<file path="config.mk">
export PLATFORM = sky130hd
export DESIGN_NAME = dual_uart_pin_control
export DESIGN_NICKNAME = d
export VERILOG_FILES = /design/src/include/uart_pins_pkg.sv /design/src/design/ready_flag.sv /design/src/design/ring_detect.sv /design/src/design/dual_uart_pin_control.sv
export SDC_FILE = /design/constraint.sdc
export NUM_CORES = 1
export LEC_CHECK = 0
export ABC_AREA = 1
export BUFFER_PORTS_ARGS = -buffer_cell sky130_fd_sc_hd__buf_2
export CORE_ASPECT_RATIO = 0.9
export CORE_MARGIN = 2
export CORE_UTILIZATION = 25
export CTS_CLUSTER_SIZE = 16
export DETAILED_ROUTE_END_ITERATION = 8
export REMOVE_ABC_BUFFERS = 1
export SLEW_MARGIN = 10
export SYNTH_ARGS = -nofsm -noshare
export SYNTH_HDL_FRONTEND = slang
export SYNTH_SLANG_ARGS = --single-unit
</file>
<file path="constraint.sdc">
create_clock -name clk -period 1.5 [get_ports clk]
set_clock_uncertainty 0.2 [all_clocks]
set_input_delay 0.3 -clock clk [delete_from_list [all_inputs] [get_ports clk]]
set_output_delay 0.3 -clock clk [all_outputs]
set_load 0.02 [all_outputs]
</file>
<file path="src/include/uart_pins_pkg.sv">
/*
  Shared constants and carriers for the dual serial channel pin-control block:
  register offsets, bit positions, reset values and the FIFO status bundle.
  Assumes the FIFO, baud and framing logic live outside and report levels here.
*/
package uart_pins_pkg;

  localparam int CHANNELS = 2;
  localparam int LEVEL_W = 7;

  // register offsets on register_select
  localparam logic [2:0] REG_IRQ_ENABLE = 3'h1;
  localparam logic [2:0] REG_FEATURE = 3'h2;
  localparam logic [2:0] REG_LINE_CTRL = 3'h3;
  localparam logic [2:0] REG_MODEM_CTRL = 3'h4;
  localparam logic [2:0] REG_MODEM_STATUS = 3'h6;
  localparam logic [2:0] REG_SCRATCH = 3'h7;

  // line control value that opens the enhanced feature register at REG_FEATURE
  localparam logic [7:0] FEATURE_KEY = 8'hBF;

  // field positions
  localparam int MCR_RTS_BIT = 1;
  localparam int MCR_IRQ_OUT_BIT = 3;
  localparam int MCR_LOOP_BIT = 4;
  localparam int EFR_AUTO_RTS_BIT = 6;
  localparam int IER_MODEM_BIT = 3;
  localparam int MSR_RING_EDGE_BIT = 2;
  localparam int MSR_RING_BIT = 6;

  // values after reset
  localparam logic [7:0] REG_RESET = 8'h00;
  localparam logic [7:0] BUS_IDLE = 8'h00;

  typedef struct packed {
    logic [LEVEL_W-1:0] rx_level;
    logic [LEVEL_W-1:0] rx_trigger;
    logic rx_timeout;
    logic rx_error;
    logic [LEVEL_W-1:0] tx_free;
    logic [LEVEL_W-1:0] tx_trigger;
    logic tx_full;
  } fifo_status_t;

endpackage

</file>
<file path="src/design/ready_flag.sv">
/*
  Active-low ready output held in a flop: a set term drives it low, a release
  term drives it high, and otherwise it keeps its level.
  Assumes synchronous set and release terms from the owning channel.
*/
`timescale 1ns/100ps
`default_nettype none

module ready_flag (
  input wire logic clk,
  input wire logic rst_n,
  input wire logic assert_req,
  input wire logic release_req,
  output logic ready_n
);

  // release wins so a full or erroneous FIFO never advertises service
  always_ff @(posedge clk) begin
    if (!rst_n) begin
      ready_n <= 1'b1;
    end else if (release_req) begin
      ready_n <= 1'b1;
    end else if (assert_req) begin
      ready_n <= 1'b0;
    end
  end

endmodule // ready_flag

`default_nettype wire

</file>
<file path="src/design/ring_detect.sv">
/*
  Ring indicator watcher: keeps the previous pin level inverted and a sticky flag that
  records a low-to-high transition until a status read clears it.
  Assumes ring_indicator_n is already synchronous to clk.
*/
`timescale 1ns/100ps
`default_nettype none

module ring_detect (
  input wire logic clk,
  input wire logic rst_n,
  input wire logic ring_indicator_n,
  input wire logic clear,
  output logic ring_level_r,
  output logic ring_edge_r
);

  logic rise;

  assign rise = ring_indicator_n & ring_level_r;

  always_ff @(posedge clk) begin
    if (!rst_n) begin
      ring_level_r <= 1'b0;
      ring_edge_r <= 1'b0;
    end else begin
      // ring_level_r holds the active (inverted) level of the pin
      ring_level_r <= ~ring_indicator_n;
      // a new edge in the clearing cycle is kept
      ring_edge_r <= rise | (ring_edge_r & ~clear);
    end
  end

endmodule // ring_detect

`default_nettype wire

</file>
<file path="src/design/dual_uart_pin_control.sv">
/*
  Pin-level control of a two-channel serial controller: host strobe bus,
  per-channel modem control, interrupt and user outputs, request-to-send,
  local loopback routing and DMA ready outputs.
  Assumes all inputs synchronous to clk and the FIFOs reporting levels outside.
*/
// Function
// - a write puts the data and address seen while the write strobe is low into the selected register on its rise.
// - modem control bit 3 set drives the channel interrupt pin and pulls the user output low.
// - modem control bit 3 clear floats the channel interrupt pin and raises the user output.
// - after reset both user outputs are high.
// - reset returns every register and output to its reset state and keeps the serial pins idle.
// - a rising ring indicator pin raises a modem status interrupt when enabled and its level reads in modem status.
// - modem control bit 1 set drives request-to-send low, and it is high after reset.
// - request-to-send follows receive flow only when enhanced feature bit 6 enables automatic mode.
// - in local loopback the receive pin is ignored and transmit data feeds the receiver.
// - receive ready goes low at the trigger level or on a receive timeout.
// - receive ready goes high when the receive FIFO is empty or holds an errored character.
// - transmit ready goes low when free space reaches the trigger level.
// - transmit ready goes high when the transmit buffer is full.
// - only the channel whose select is low answers a transfer.
// - the read strobe's fall puts the addressed register on the data bus.
`timescale 1ns/100ps
`default_nettype none

module dual_uart_pin_control (
  input wire logic clk,
  input wire logic rst_n,
  input wire logic write_strobe_n,
  input wire logic read_strobe_n,
  input wire logic [1:0] channel_select_n,
  input wire logic [2:0] register_select,
  input wire logic [7:0] host_data_in,
  output logic [7:0] host_data_out,
  output logic host_data_oe,
  input wire logic [1:0] ring_indicator_n,
  input wire logic [1:0] rx_serial_in,
  input wire logic [1:0] tx_data_from_transmitter,
  input wire logic [1:0] rx_room_available,
  input wire uart_pins_pkg::fifo_status_t [1:0] fifo_status,
  output logic [1:0] tx_serial_out,
  output logic [1:0] rx_data_to_receiver,
  output logic [1:0] rts_n,
  output logic [1:0] channel_irq,
  output logic [1:0] channel_irq_oe,
  output logic [1:0] user_output_n,
  output logic [1:0] rx_dma_request_n,
  output logic [1:0] tx_dma_request_n
);

  ////////////////////////////////////////////////////////////////////////////
  // host strobe front end

  logic write_q_r;
  logic read_q_r;
  logic [2:0] wr_addr_r;
  logic [7:0] wr_data_r;
  logic [1:0] wr_sel_r;
  logic wr_rise;
  logic rd_fall;
  logic [1:0] rd_sel;
  logic [1:0] rd_pick;
  logic [7:0] rd_val [2];

  assign wr_rise = ~write_q_r & write_strobe_n;
  assign rd_fall = read_q_r & ~read_strobe_n;
  assign rd_sel = ~channel_select_n;
  // channel A wins a read if the host selects both
  assign rd_pick = {rd_sel[1] & ~rd_sel[0], rd_sel[0]};

  // address, data and select are held from the low phase, so the host may
  // change them together with the rising strobe
  always_ff @(posedge clk) begin
    if (!rst_n) begin
      write_q_r <= 1'b1;
      read_q_r <= 1'b1;
      wr_addr_r <= 3'h0;
      wr_data_r <= uart_pins_pkg::REG_RESET;
      wr_sel_r <= 2'h0;
    end else begin
      write_q_r <= write_strobe_n;
      read_q_r <= read_strobe_n;
      if (!write_strobe_n) begin
        wr_addr_r <= register_select;
        wr_data_r <= host_data_in;
        wr_sel_r <= ~channel_select_n;
      end
    end
  end

  always_ff @(posedge clk) begin
    if (!rst_n) begin
      host_data_out <= uart_pins_pkg::BUS_IDLE;
      host_data_oe <= 1'b0;
    end else if (rd_fall && (|rd_sel)) begin
      host_data_out <= rd_pick[0] ? rd_val[0] : rd_val[1];
      host_data_oe <= 1'b1;
    end else if (read_strobe_n || !(|rd_sel)) begin
      host_data_oe <= 1'b0;
    end
  end

  ////////////////////////////////////////////////////////////////////////////
  // per-channel state

  genvar ci;
  generate
    for (ci = 0; ci < uart_pins_pkg::CHANNELS; ci++) begin : ch
      logic [7:0] mcr_r;
      logic [7:0] ier_r;
      logic [7:0] lcr_r;
      logic [7:0] efr_r;
      logic [7:0] scratch_r;
      logic wr_en;
      logic key_open;
      logic msr_clear;
      logic ring_level;
      logic ring_edge;
      logic irq_pending;
      logic rx_assert;
      logic rx_release;
      logic tx_assert;
      logic [7:0] msr_val;
      logic [7:0] feature_val;
      uart_pins_pkg::fifo_status_t fs;

      assign fs = fifo_status[ci];
      assign wr_en = wr_rise & wr_sel_r[ci];
      assign key_open = (lcr_r == uart_pins_pkg::FEATURE_KEY);
      assign msr_clear = rd_fall & rd_pick[ci] & (register_select == uart_pins_pkg::REG_MODEM_STATUS);
      assign irq_pending = ring_edge & ier_r[uart_pins_pkg::IER_MODEM_BIT];

      // bits for modem lines handled elsewhere read as zero
      assign msr_val = {1'b0, ring_level, 3'h0, ring_edge, 2'h0};
      assign feature_val = key_open ? efr_r : uart_pins_pkg::BUS_IDLE;
      assign rd_val[ci] =
        (register_select == uart_pins_pkg::REG_IRQ_ENABLE) ? ier_r :
        (register_select == uart_pins_pkg::REG_FEATURE) ? feature_val :
        (register_select == uart_pins_pkg::REG_LINE_CTRL) ? lcr_r :
        (register_select == uart_pins_pkg::REG_MODEM_CTRL) ? mcr_r :
        (register_select == uart_pins_pkg::REG_MODEM_STATUS) ? msr_val :
        (register_select == uart_pins_pkg::REG_SCRATCH) ? scratch_r : uart_pins_pkg::BUS_IDLE;

      // the ready terms; empty and error release win over the trigger
      assign rx_assert = (fs.rx_level >= fs.rx_trigger) | fs.rx_timeout;
      assign rx_release = (fs.rx_level == 7'h00) | fs.rx_error;
      assign tx_assert = (fs.tx_free >= fs.tx_trigger);

      always_ff @(posedge clk) begin
        if (!rst_n) begin
          mcr_r <= uart_pins_pkg::REG_RESET;
          ier_r <= uart_pins_pkg::REG_RESET;
          lcr_r <= uart_pins_pkg::REG_RESET;
          efr_r <= uart_pins_pkg::REG_RESET;
          scratch_r <= uart_pins_pkg::REG_RESET;
        end else if (wr_en) begin
          case (wr_addr_r)
            uart_pins_pkg::REG_IRQ_ENABLE: ier_r <= wr_data_r;
            uart_pins_pkg::REG_FEATURE: if (key_open) efr_r <= wr_data_r;
            uart_pins_pkg::REG_LINE_CTRL: lcr_r <= wr_data_r;
            uart_pins_pkg::REG_MODEM_CTRL: mcr_r <= wr_data_r;
            uart_pins_pkg::REG_SCRATCH: scratch_r <= wr_data_r;
            default: ;
          endcase
        end
      end

      // pins that face the line and the host interrupt, all from flops
      always_ff @(posedge clk) begin
        if (!rst_n) begin
          user_output_n[ci] <= 1'b1;
          channel_irq[ci] <= 1'b0;
          channel_irq_oe[ci] <= 1'b0;
          rts_n[ci] <= 1'b1;
          tx_serial_out[ci] <= 1'b1;
          rx_data_to_receiver[ci] <= 1'b1;
        end else begin
          user_output_n[ci] <= ~mcr_r[uart_pins_pkg::MCR_IRQ_OUT_BIT];
          channel_irq_oe[ci] <= mcr_r[uart_pins_pkg::MCR_IRQ_OUT_BIT];
          channel_irq[ci] <= irq_pending;
          // automatic mode only ever withholds the request, never forces it
          rts_n[ci] <= ~(mcr_r[uart_pins_pkg::MCR_RTS_BIT] &
                         (~efr_r[uart_pins_pkg::EFR_AUTO_RTS_BIT] | rx_room_available[ci]));
          // loopback keeps the line marking while the receiver hears itself
          if (mcr_r[uart_pins_pkg::MCR_LOOP_BIT]) begin
            tx_serial_out[ci] <= 1'b1;
            rx_data_to_receiver[ci] <= tx_data_from_transmitter[ci];
          end else begin
            tx_serial_out[ci] <= tx_data_from_transmitter[ci];
            rx_data_to_receiver[ci] <= rx_serial_in[ci];
          end
        end
      end

      ring_detect u_ring (
        .clk(clk),
        .rst_n(rst_n),
        .ring_indicator_n(ring_indicator_n[ci]),
        .clear(msr_clear),
        .ring_level_r(ring_level),
        .ring_edge_r(ring_edge)
      );

      ready_flag u_rx_ready (
        .clk(clk),
        .rst_n(rst_n),
        .assert_req(rx_assert),
        .release_req(rx_release),
        .ready_n(rx_dma_request_n[ci])
      );

      ready_flag u_tx_ready (
        .clk(clk),
        .rst_n(rst_n),
        .assert_req(tx_assert),
        .release_req(fs.tx_full),
        .ready_n(tx_dma_request_n[ci])
      );
    end
  endgenerate
endmodule // dual_uart_pin_control

`default_nettype wire

</file>
==> results.cfg, run 1 <==
[power_and_ir_drop]
p_leak_uw = 0.00384
vdd.ir_drop.worst_mv = 0.575
power_density_nw_per_um2 = 1020

[timing]
hold_viol = 0
hold_ws_ns = 0.0286
period_share_pct = 109
setup_violations = 29
fmax_mhz = 614
max_slew_margin_pct = 56.5
min_period_ns = 1.63
finalMaxSlewViolations = 0
rsz0062_at_grt = true
finalSetupTns_ns = -1.33
tightest_slew_ns = 0.652
worst_slack_ns = -0.129

[setup_path]
r2r_cells = 9
cp_max_fo = 8
worst-endpoint-arrival_ns = 1.79
worst_setup_path_start_kind = flop
r2r-start = ch[0].lcr_r[6]$_SDFFE_PN0P_
critical_path_class = flop to flop
reg2reg_to = ch[0].efr_r[7]$_SDFFE_PN0P_
end_kind = flop
worstPathRequired_ns = 1.66
rrSetupSlack_ns = -0.13

[synthesis]
yosys.area.top_type_share_pct = 43.1
yosys-top-cells-area = dfxtp_1, o21ai_0, a21oi_1
syn_area_um2 = 5760
ys_seq_elements = 124
synthCells = 764
synth_area_leader_cell = dfxtp_1
synth-compound-area-share_pct = 22.0
yosysSeqAreaShare_pct = 43.1
yosys.area_share.simple_pct = 19.6
ys_dominant_reg_cell = dfxtp_1
syn_avg_cell_area_um2 = 7.54
muxShareOfSynthArea_pct = 0
synth_top_family_by_area = compound AO/OA/AOI/OAI gates
synth_edf_count = 0
synth-xor-area-share_pct = 0
ys_types = 31
async_flop_share_pct = 0
ys_warn_count = 0
synthAdderAreaFrac_pct = 6.08

[grt]
track_usage_pct = 15.5
grt_max_degree = 65
grt-ovfl-total = 0
antenna_found_initial = 1
grt_pass1_wl_um = 28800
grt_pass1_vias = 5508

[cells_and_area]
diodes = 0
utilization_pct = 37.9
drive_gt1_share_pct = 34.8
final_area_um2 = 8560
nFillCells = 2298
area_growth_syn_to_layout_pct = 48.5
fin_nets = 1077

[cts]
insertion_delay_ns = 0.43
path_clk_slew_ns = 0.06
numCtsBuffers = 17
clock_path_buffers = 2
cts_tree = done
root_buffer = clkbuf_16
cts_max_level = 4
cts_sinks = 124

[route]
route.detailed.drc = 0
drt-initial-drc-count = 446
ant_nets = 0
routed_via_density = 4.75
drtPass1Iterations = 7
wl_per_cell_um = 15.3
wirelength_um = 19500
vias = 6038

[placed_design]
hpwlAfterDp_um = 12900
post-place-ws_ns = -0.353
dpl_cell_area_um2 = 7110
io_buffers = 111
gp_congestion = 0.885

[die]
chipWidth_um = 164
core-area_um2 = 22600
ios = 112
dieArea_um2 = 24300
initial_utilization_pct = 25.5
die_y_um = 148
row_count = 52

[worst_hold_path]
min_to = wr_addr_r[0]$_SDFFE_PN0N_
hold_path_startpoint = register_select[0]
holdCritPathClass = input pin to flop
whs_path_depth = 3

[outcome]
status = finished, violations left
violations = setup timing

[flow_run]
cap_violations = 0
[worst max-delay path: stages (launching register included)]
cell     delay, ns
dfxtp_2       0.33
inv_2         0.07
nand2_2       0.07
nor2_4        0.12
nand2_2       0.08
buf_6         0.12
nor3_4        0.22
buf_12        0.16
o21ai_1       0.06
a21oi_1       0.12
[worst max-delay path by stage]
stage,startpoint,end,slack (ns),cells after the start
2_1_floorplan,ch[1].lcr_r[4]$_SDFFE_PN0P_,ch[1].efr_r[0]$_SDFFE_PN0P_,-0.15,6
3_3_place_gp,register_select[0],host_data_out[6]$_SDFFE_PN0P_,-0.32,11
3_5_place_dp,register_select[0],host_data_out[6]$_SDFFE_PN0P_,-0.35,11
4_1_cts,ch[0].lcr_r[7]$_SDFFE_PN0P_,ch[0].efr_r[5]$_SDFFE_PN0P_,-0.09,8
5_1_grt,ch[0].lcr_r[6]$_SDFFE_PN0P_,ch[0].efr_r[2]$_SDFFE_PN0P_,-0.19,9
6_report,ch[0].lcr_r[6]$_SDFFE_PN0P_,ch[0].efr_r[7]$_SDFFE_PN0P_,-0.13,9
[cell families (layout without fill, tap and decap cells)]
logic type	Yosys count	count (layout)
AO/OA/AOI/OAI	245	245
AND/OR/NAND/NOR	241	241
adder cells (fa/ha/maj)	28	28
flip-flops	124	124
buffers and inverters	126	337
[cell type report]
cell class | instances | area [um2] | share of cell area, %
Inverter | 79 | 312 | 3.64
Sequential cell | 124 | 2510 | 29.3
Clock inverter | 13 | 164 | 1.91
Multi-Input combinational cell | 514 | 3050 | 35.6
Timing Repair Buffer | 226 | 1700 | 19.9
Tap cell | 297 | 372 | 4.34
Clock buffer | 19 | 453 | 5.29
[where the power goes]
| group | internal (uW) | total [uW] | switching, uW |
|---|---|---|---|
| sequential | 3360 | 3410 | 46.8 |
| combinational | 416 | 977 | 562 |
| clock | 2710 | 4310 | 1600 |
| total | 6480 | 8700 | 2210 |
[what timing repair did]
item,CTS,global route
resized for setup,28,134
hold endpoints to repair,25,0
buffers inserted,5,9
hold buffers,25,0
setup endpoints to repair,31,89
pin swaps,4,31
cloned,1,7
[placed cells by master, fill, tap and decap left out, types with 3 or more instances in the layout]
| cell | synthesis | final |
|---|---|---|
| clkinv_4 | 0 | 3 |
| clkbuf_16 | 0 | 19 |
| nand2_1 | 98 | 84 |
| inv_2 | 2 | 10 |
| nor2_1 | 47 | 40 |
| o21ai_2 | 2 | 13 |
| o2111ai_1 | 4 | 4 |
| nand3_1 | 52 | 41 |
| clkinv_2 | 0 | 3 |
| inv_6 | 0 | 3 |
| o21ai_0 | 119 | 92 |
| o21ai_1 | 7 | 23 |
| dfxtp_1 | 124 | 108 |
| nor3_4 | 3 | 7 |
| nor3_1 | 7 | 3 |
| nand2_2 | 1 | 14 |
| dfxtp_4 | 0 | 3 |
| nor2_2 | 6 | 4 |
| buf_12 | 0 | 10 |
| dfxtp_2 | 0 | 13 |
| nand4_1 | 21 | 21 |
| nand3_2 | 0 | 11 |
| ha_1 | 28 | 28 |
| buf_6 | 1 | 14 |
| nor2_4 | 0 | 9 |
| a21oi_2 | 2 | 14 |
| buf_4 | 9 | 65 |
| buf_2 | 13 | 108 |
| a21oi_1 | 106 | 93 |
| inv_1 | 74 | 64 |
| dlygate4sd3_1 | 0 | 25 |
| bufinv_16 | 0 | 3 |
[per-stage QoR]
step	power [uW]	std cells
2_1_floorplan	3860	717
3_3_place_gp	4330	1197
3_5_place_dp	4340	1197
4_1_cts	8720	1260
5_1_grt	9010	1272
6_report	8700	1272
[Yosys cell counts (2+ instances only)]
cell / instances
a211oi_1: 2
a21oi_1: 106
a21oi_2: 2
buf_2: 13
buf_4: 9
clkbuf_1: 22
clkbuf_2: 2
clkinv_1: 3
dfxtp_1: 124
ha_1: 28
inv_1: 74
inv_2: 2
nand2_1: 98
nand3_1: 52
nand3_4: 2
nand4_1: 21
nor2_1: 47
nor2_2: 6
nor3_1: 7
nor3_4: 3
nor4_1: 2
o2111ai_1: 4
o211ai_1: 2
o21ai_0: 119
o21ai_1: 7
o21ai_2: 2
[metal layers]
layer / global-route usage, % / up-vias / share of wire [%]
met2: 24.6 / 164 / 46
met5: 0 / - / 0.036
met1: 20.5 / 2841 / 46
met4: 4.96 / 2 / 1.6
met3: 3.98 / 27 / 6.1
li1: - / 3004 / -
[registers in the layout (all words and copies together) (netlist names), 2 cells and up]
name                    count
ch.efr_r                   16
ch.ier_r                   16
ch.lcr_r                   16
ch.mcr_r                   16
ch.scratch_r               16
host_data_out               8
wr_data_r                   8
wr_addr_r                   3
ch.u_ring.ring_edge_r       2
ch.u_ring.ring_level_r      2
ch.u_rx_ready.ready_n       2
ch.u_tx_ready.ready_n       2
channel_irq                 2
channel_irq_oe              2
rts_n                       2
rx_data_to_receiver         2
tx_serial_out               2
user_output_n               2
wr_sel_r                    2
Power figures use the tool's default switching activity.
==> run 2, diff against run 1 <==
ABC_AREA = unset   (was 1)
BUFFER_PORTS_ARGS = -buffer_cell sky130_fd_sc_hd__buf_4   (was -buffer_cell sky130_fd_sc_hd__buf_2)
==> results.cfg, run 2 <==
[outcome]
status = finished, violations left
violations = setup timing

[setup_path]
worstPathRequired_ns = 1.66
end_kind = flop
critical_path_class = flop to flop
r2r_cells = 8
cp_max_fo = 3
worst-endpoint-arrival_ns = 1.85
worst_setup_path_start_kind = flop

[synthesis]
synth_area_leader_cell = dfxtp_1
ys_types = 49
yosys.area.top_type_share_pct = 40.7
synth_common_cells = dfxtp_1, nor2b_1, mux2i_1
synth_edf_count = 0
async_flop_share_pct = 0
ys_dominant_reg_cell = dfxtp_1
synthCells = 669
yosys-top-cells-area = dfxtp_1, mux2i_1, nor2b_1
synth_most_common_cell = dfxtp_1
ys_warn_count = 0
yosysSeqAreaShare_pct = 40.7
ys_seq_elements = 124
syn_area_um2 = 6100
syn_avg_cell_area_um2 = 9.12

[placed_design]
gp_congestion = 0.855
dpl_cell_area_um2 = 8030
hpwlAfterDp_um = 13800
dp.cells = 1153
io_buffers = 111

[grt]
grt-ovfl-total = 0
met1_usage_pct = 21.4
grt_max_degree = 29
track_usage_pct = 15.2
grt_pass1_wl_um = 30400
grt_pass1_vias = 5627
antenna_found_initial = 0
grt_use_met2_pct = 23.6
busiest_layer = met2
gr-usage-met3_pct = 3.61

[timing]
fmax_mhz = 591
tightest_slew_ns = 0.431
worst_slack_ns = -0.192
setup_violations = 41
rsz0062_at_grt = true
hold_viol = 0
min_period_ns = 1.69
period_share_pct = 113
finalSetupTns_ns = -3.62
finalMaxSlewViolations = 0
max_slew_margin_pct = 71.3

[die]
ios = 112
initial_utilization_pct = 25.3
core-area_um2 = 24100
chipWidth_um = 169
die_y_um = 152
dieArea_um2 = 25700
row_count = 54

[cts]
clock_path_buffers = 2
numCtsBuffers = 17
root_buffer = clkbuf_16
cts_sinks = 124
path_clk_slew_ns = 0.06
insertion_delay_ns = 0.43
cts_tree = done
cts_max_level = 4

[power_and_ir_drop]
p_leak_uw = 0.00407
vdd.ir_drop.worst_mv = 0.798
finalPower_uw = 8670
power_density_nw_per_um2 = 911

[cells_and_area]
fin_nets = 1010
final_common_cell = buf_4
final_area_um2 = 9520
stdcell_count = 1216
utilization_pct = 39.5
diodes = 0
drive_gt1_share_pct = 40.4
layout_common_cells = buf_4, dfxtp_1, nor2b_1, mux2i_1, nand2_1
area_growth_syn_to_layout_pct = 56.1

[route]
wirelength_um = 19500
route.detailed.drc = 0
vias = 5654
drtPass1Iterations = 4
wl_per_cell_um = 16.1
routed_via_density = 4.65
drt-initial-drc-count = 395
ant_nets = 0

[worst_hold_path]
whs_path_depth = 3
holdCritPathClass = input pin to flop

[flow_run]
cap_violations = 0
-- run 2: stage by stage --
stage               worst slack, ns  hold slack (ns)
floorplan                    -0.728            0.162
finish                       -0.192           0.0198
CTS                          -0.150           0.0102
global placement             -0.433            0.226
global route                 -0.250           0.0245
detailed placement           -0.472            0.229
-- run 2: cell type report --
class | count | area [um2]
Fill cell | 2382 | 14600
Multi-Input combinational cell | 465 | 3770
Sequential cell | 124 | 2500
Timing Repair Buffer | 251 | 2130
Clock buffer | 17 | 425
Tap cell | 308 | 385
Clock inverter | 15 | 158
Inverter | 36 | 140
-- run 2: critical path, stage by stage (launching register included) --
cell	delay, ns
dfxtp_2	0.32
nand4b_1	0.19
buf_6	0.16
nor3_4	0.15
buf_6	0.14
buf_4	0.11
nand2_2	0.06
a211oi_2	0.18
o21bai_1	0.13
-- run 2: per-layer routing --
metal	wire length (um)	up-vias
li1	-	2801
met1	9490	2721
met2	9010	116
met3	827	16
met4	193	0
met5	0	-
-- run 2: worst paths after layout --
kind                          startpoint                                    end  slack (ns)
min                      fifo_status[14]  ch[0].u_tx_ready.ready_n$_SDFFE_PP1P_        0.02
max reg2reg  ch[1].lcr_r[6]$_SDFFE_PN0P_          host_data_out[6]$_SDFFE_PN0P_       -0.19
max          ch[1].lcr_r[6]$_SDFFE_PN0P_          host_data_out[6]$_SDFFE_PN0P_       -0.19
min reg2reg  ch[0].mcr_r[3]$_SDFFE_PN0P_            user_output_n[0]$_SDFF_PN1_        0.25
-- run 2: kinds of logic after synthesis --
family / count (synthesis) / share of synthesized area [%]
compound gates: 157 / 17.3
fa+ha+maj: 28 / 5.74
buf+inv: 80 / 5.31
flops: 124 / 40.7
mux: 72 / 11.9
simple gates: 208 / 19.0
-- run 2: power by group --
part / internal [uW] / total (uW) / leakage, uW / switching (uW)
Clock: 2340 / 4110 / 0.000273 / 1770
Sequential: 3350 / 3390 / 0.00101 / 41.6
Combinational: 628 / 1170 / 0.00279 / 544
Total: 6320 / 8670 / 0.00407 / 2360
-- run 2: repair_timing --
| action | CTS | global route |
|---|---|---|
| cloned | 1 | 0 |
| pin swaps | 21 | 36 |
| setup endpoints to repair | 93 | 93 |
| resized for setup | 58 | 110 |
| hold endpoints to repair | 24 | 0 |
| hold buffers | 21 | 0 |
| setup buffers | 5 | 10 |
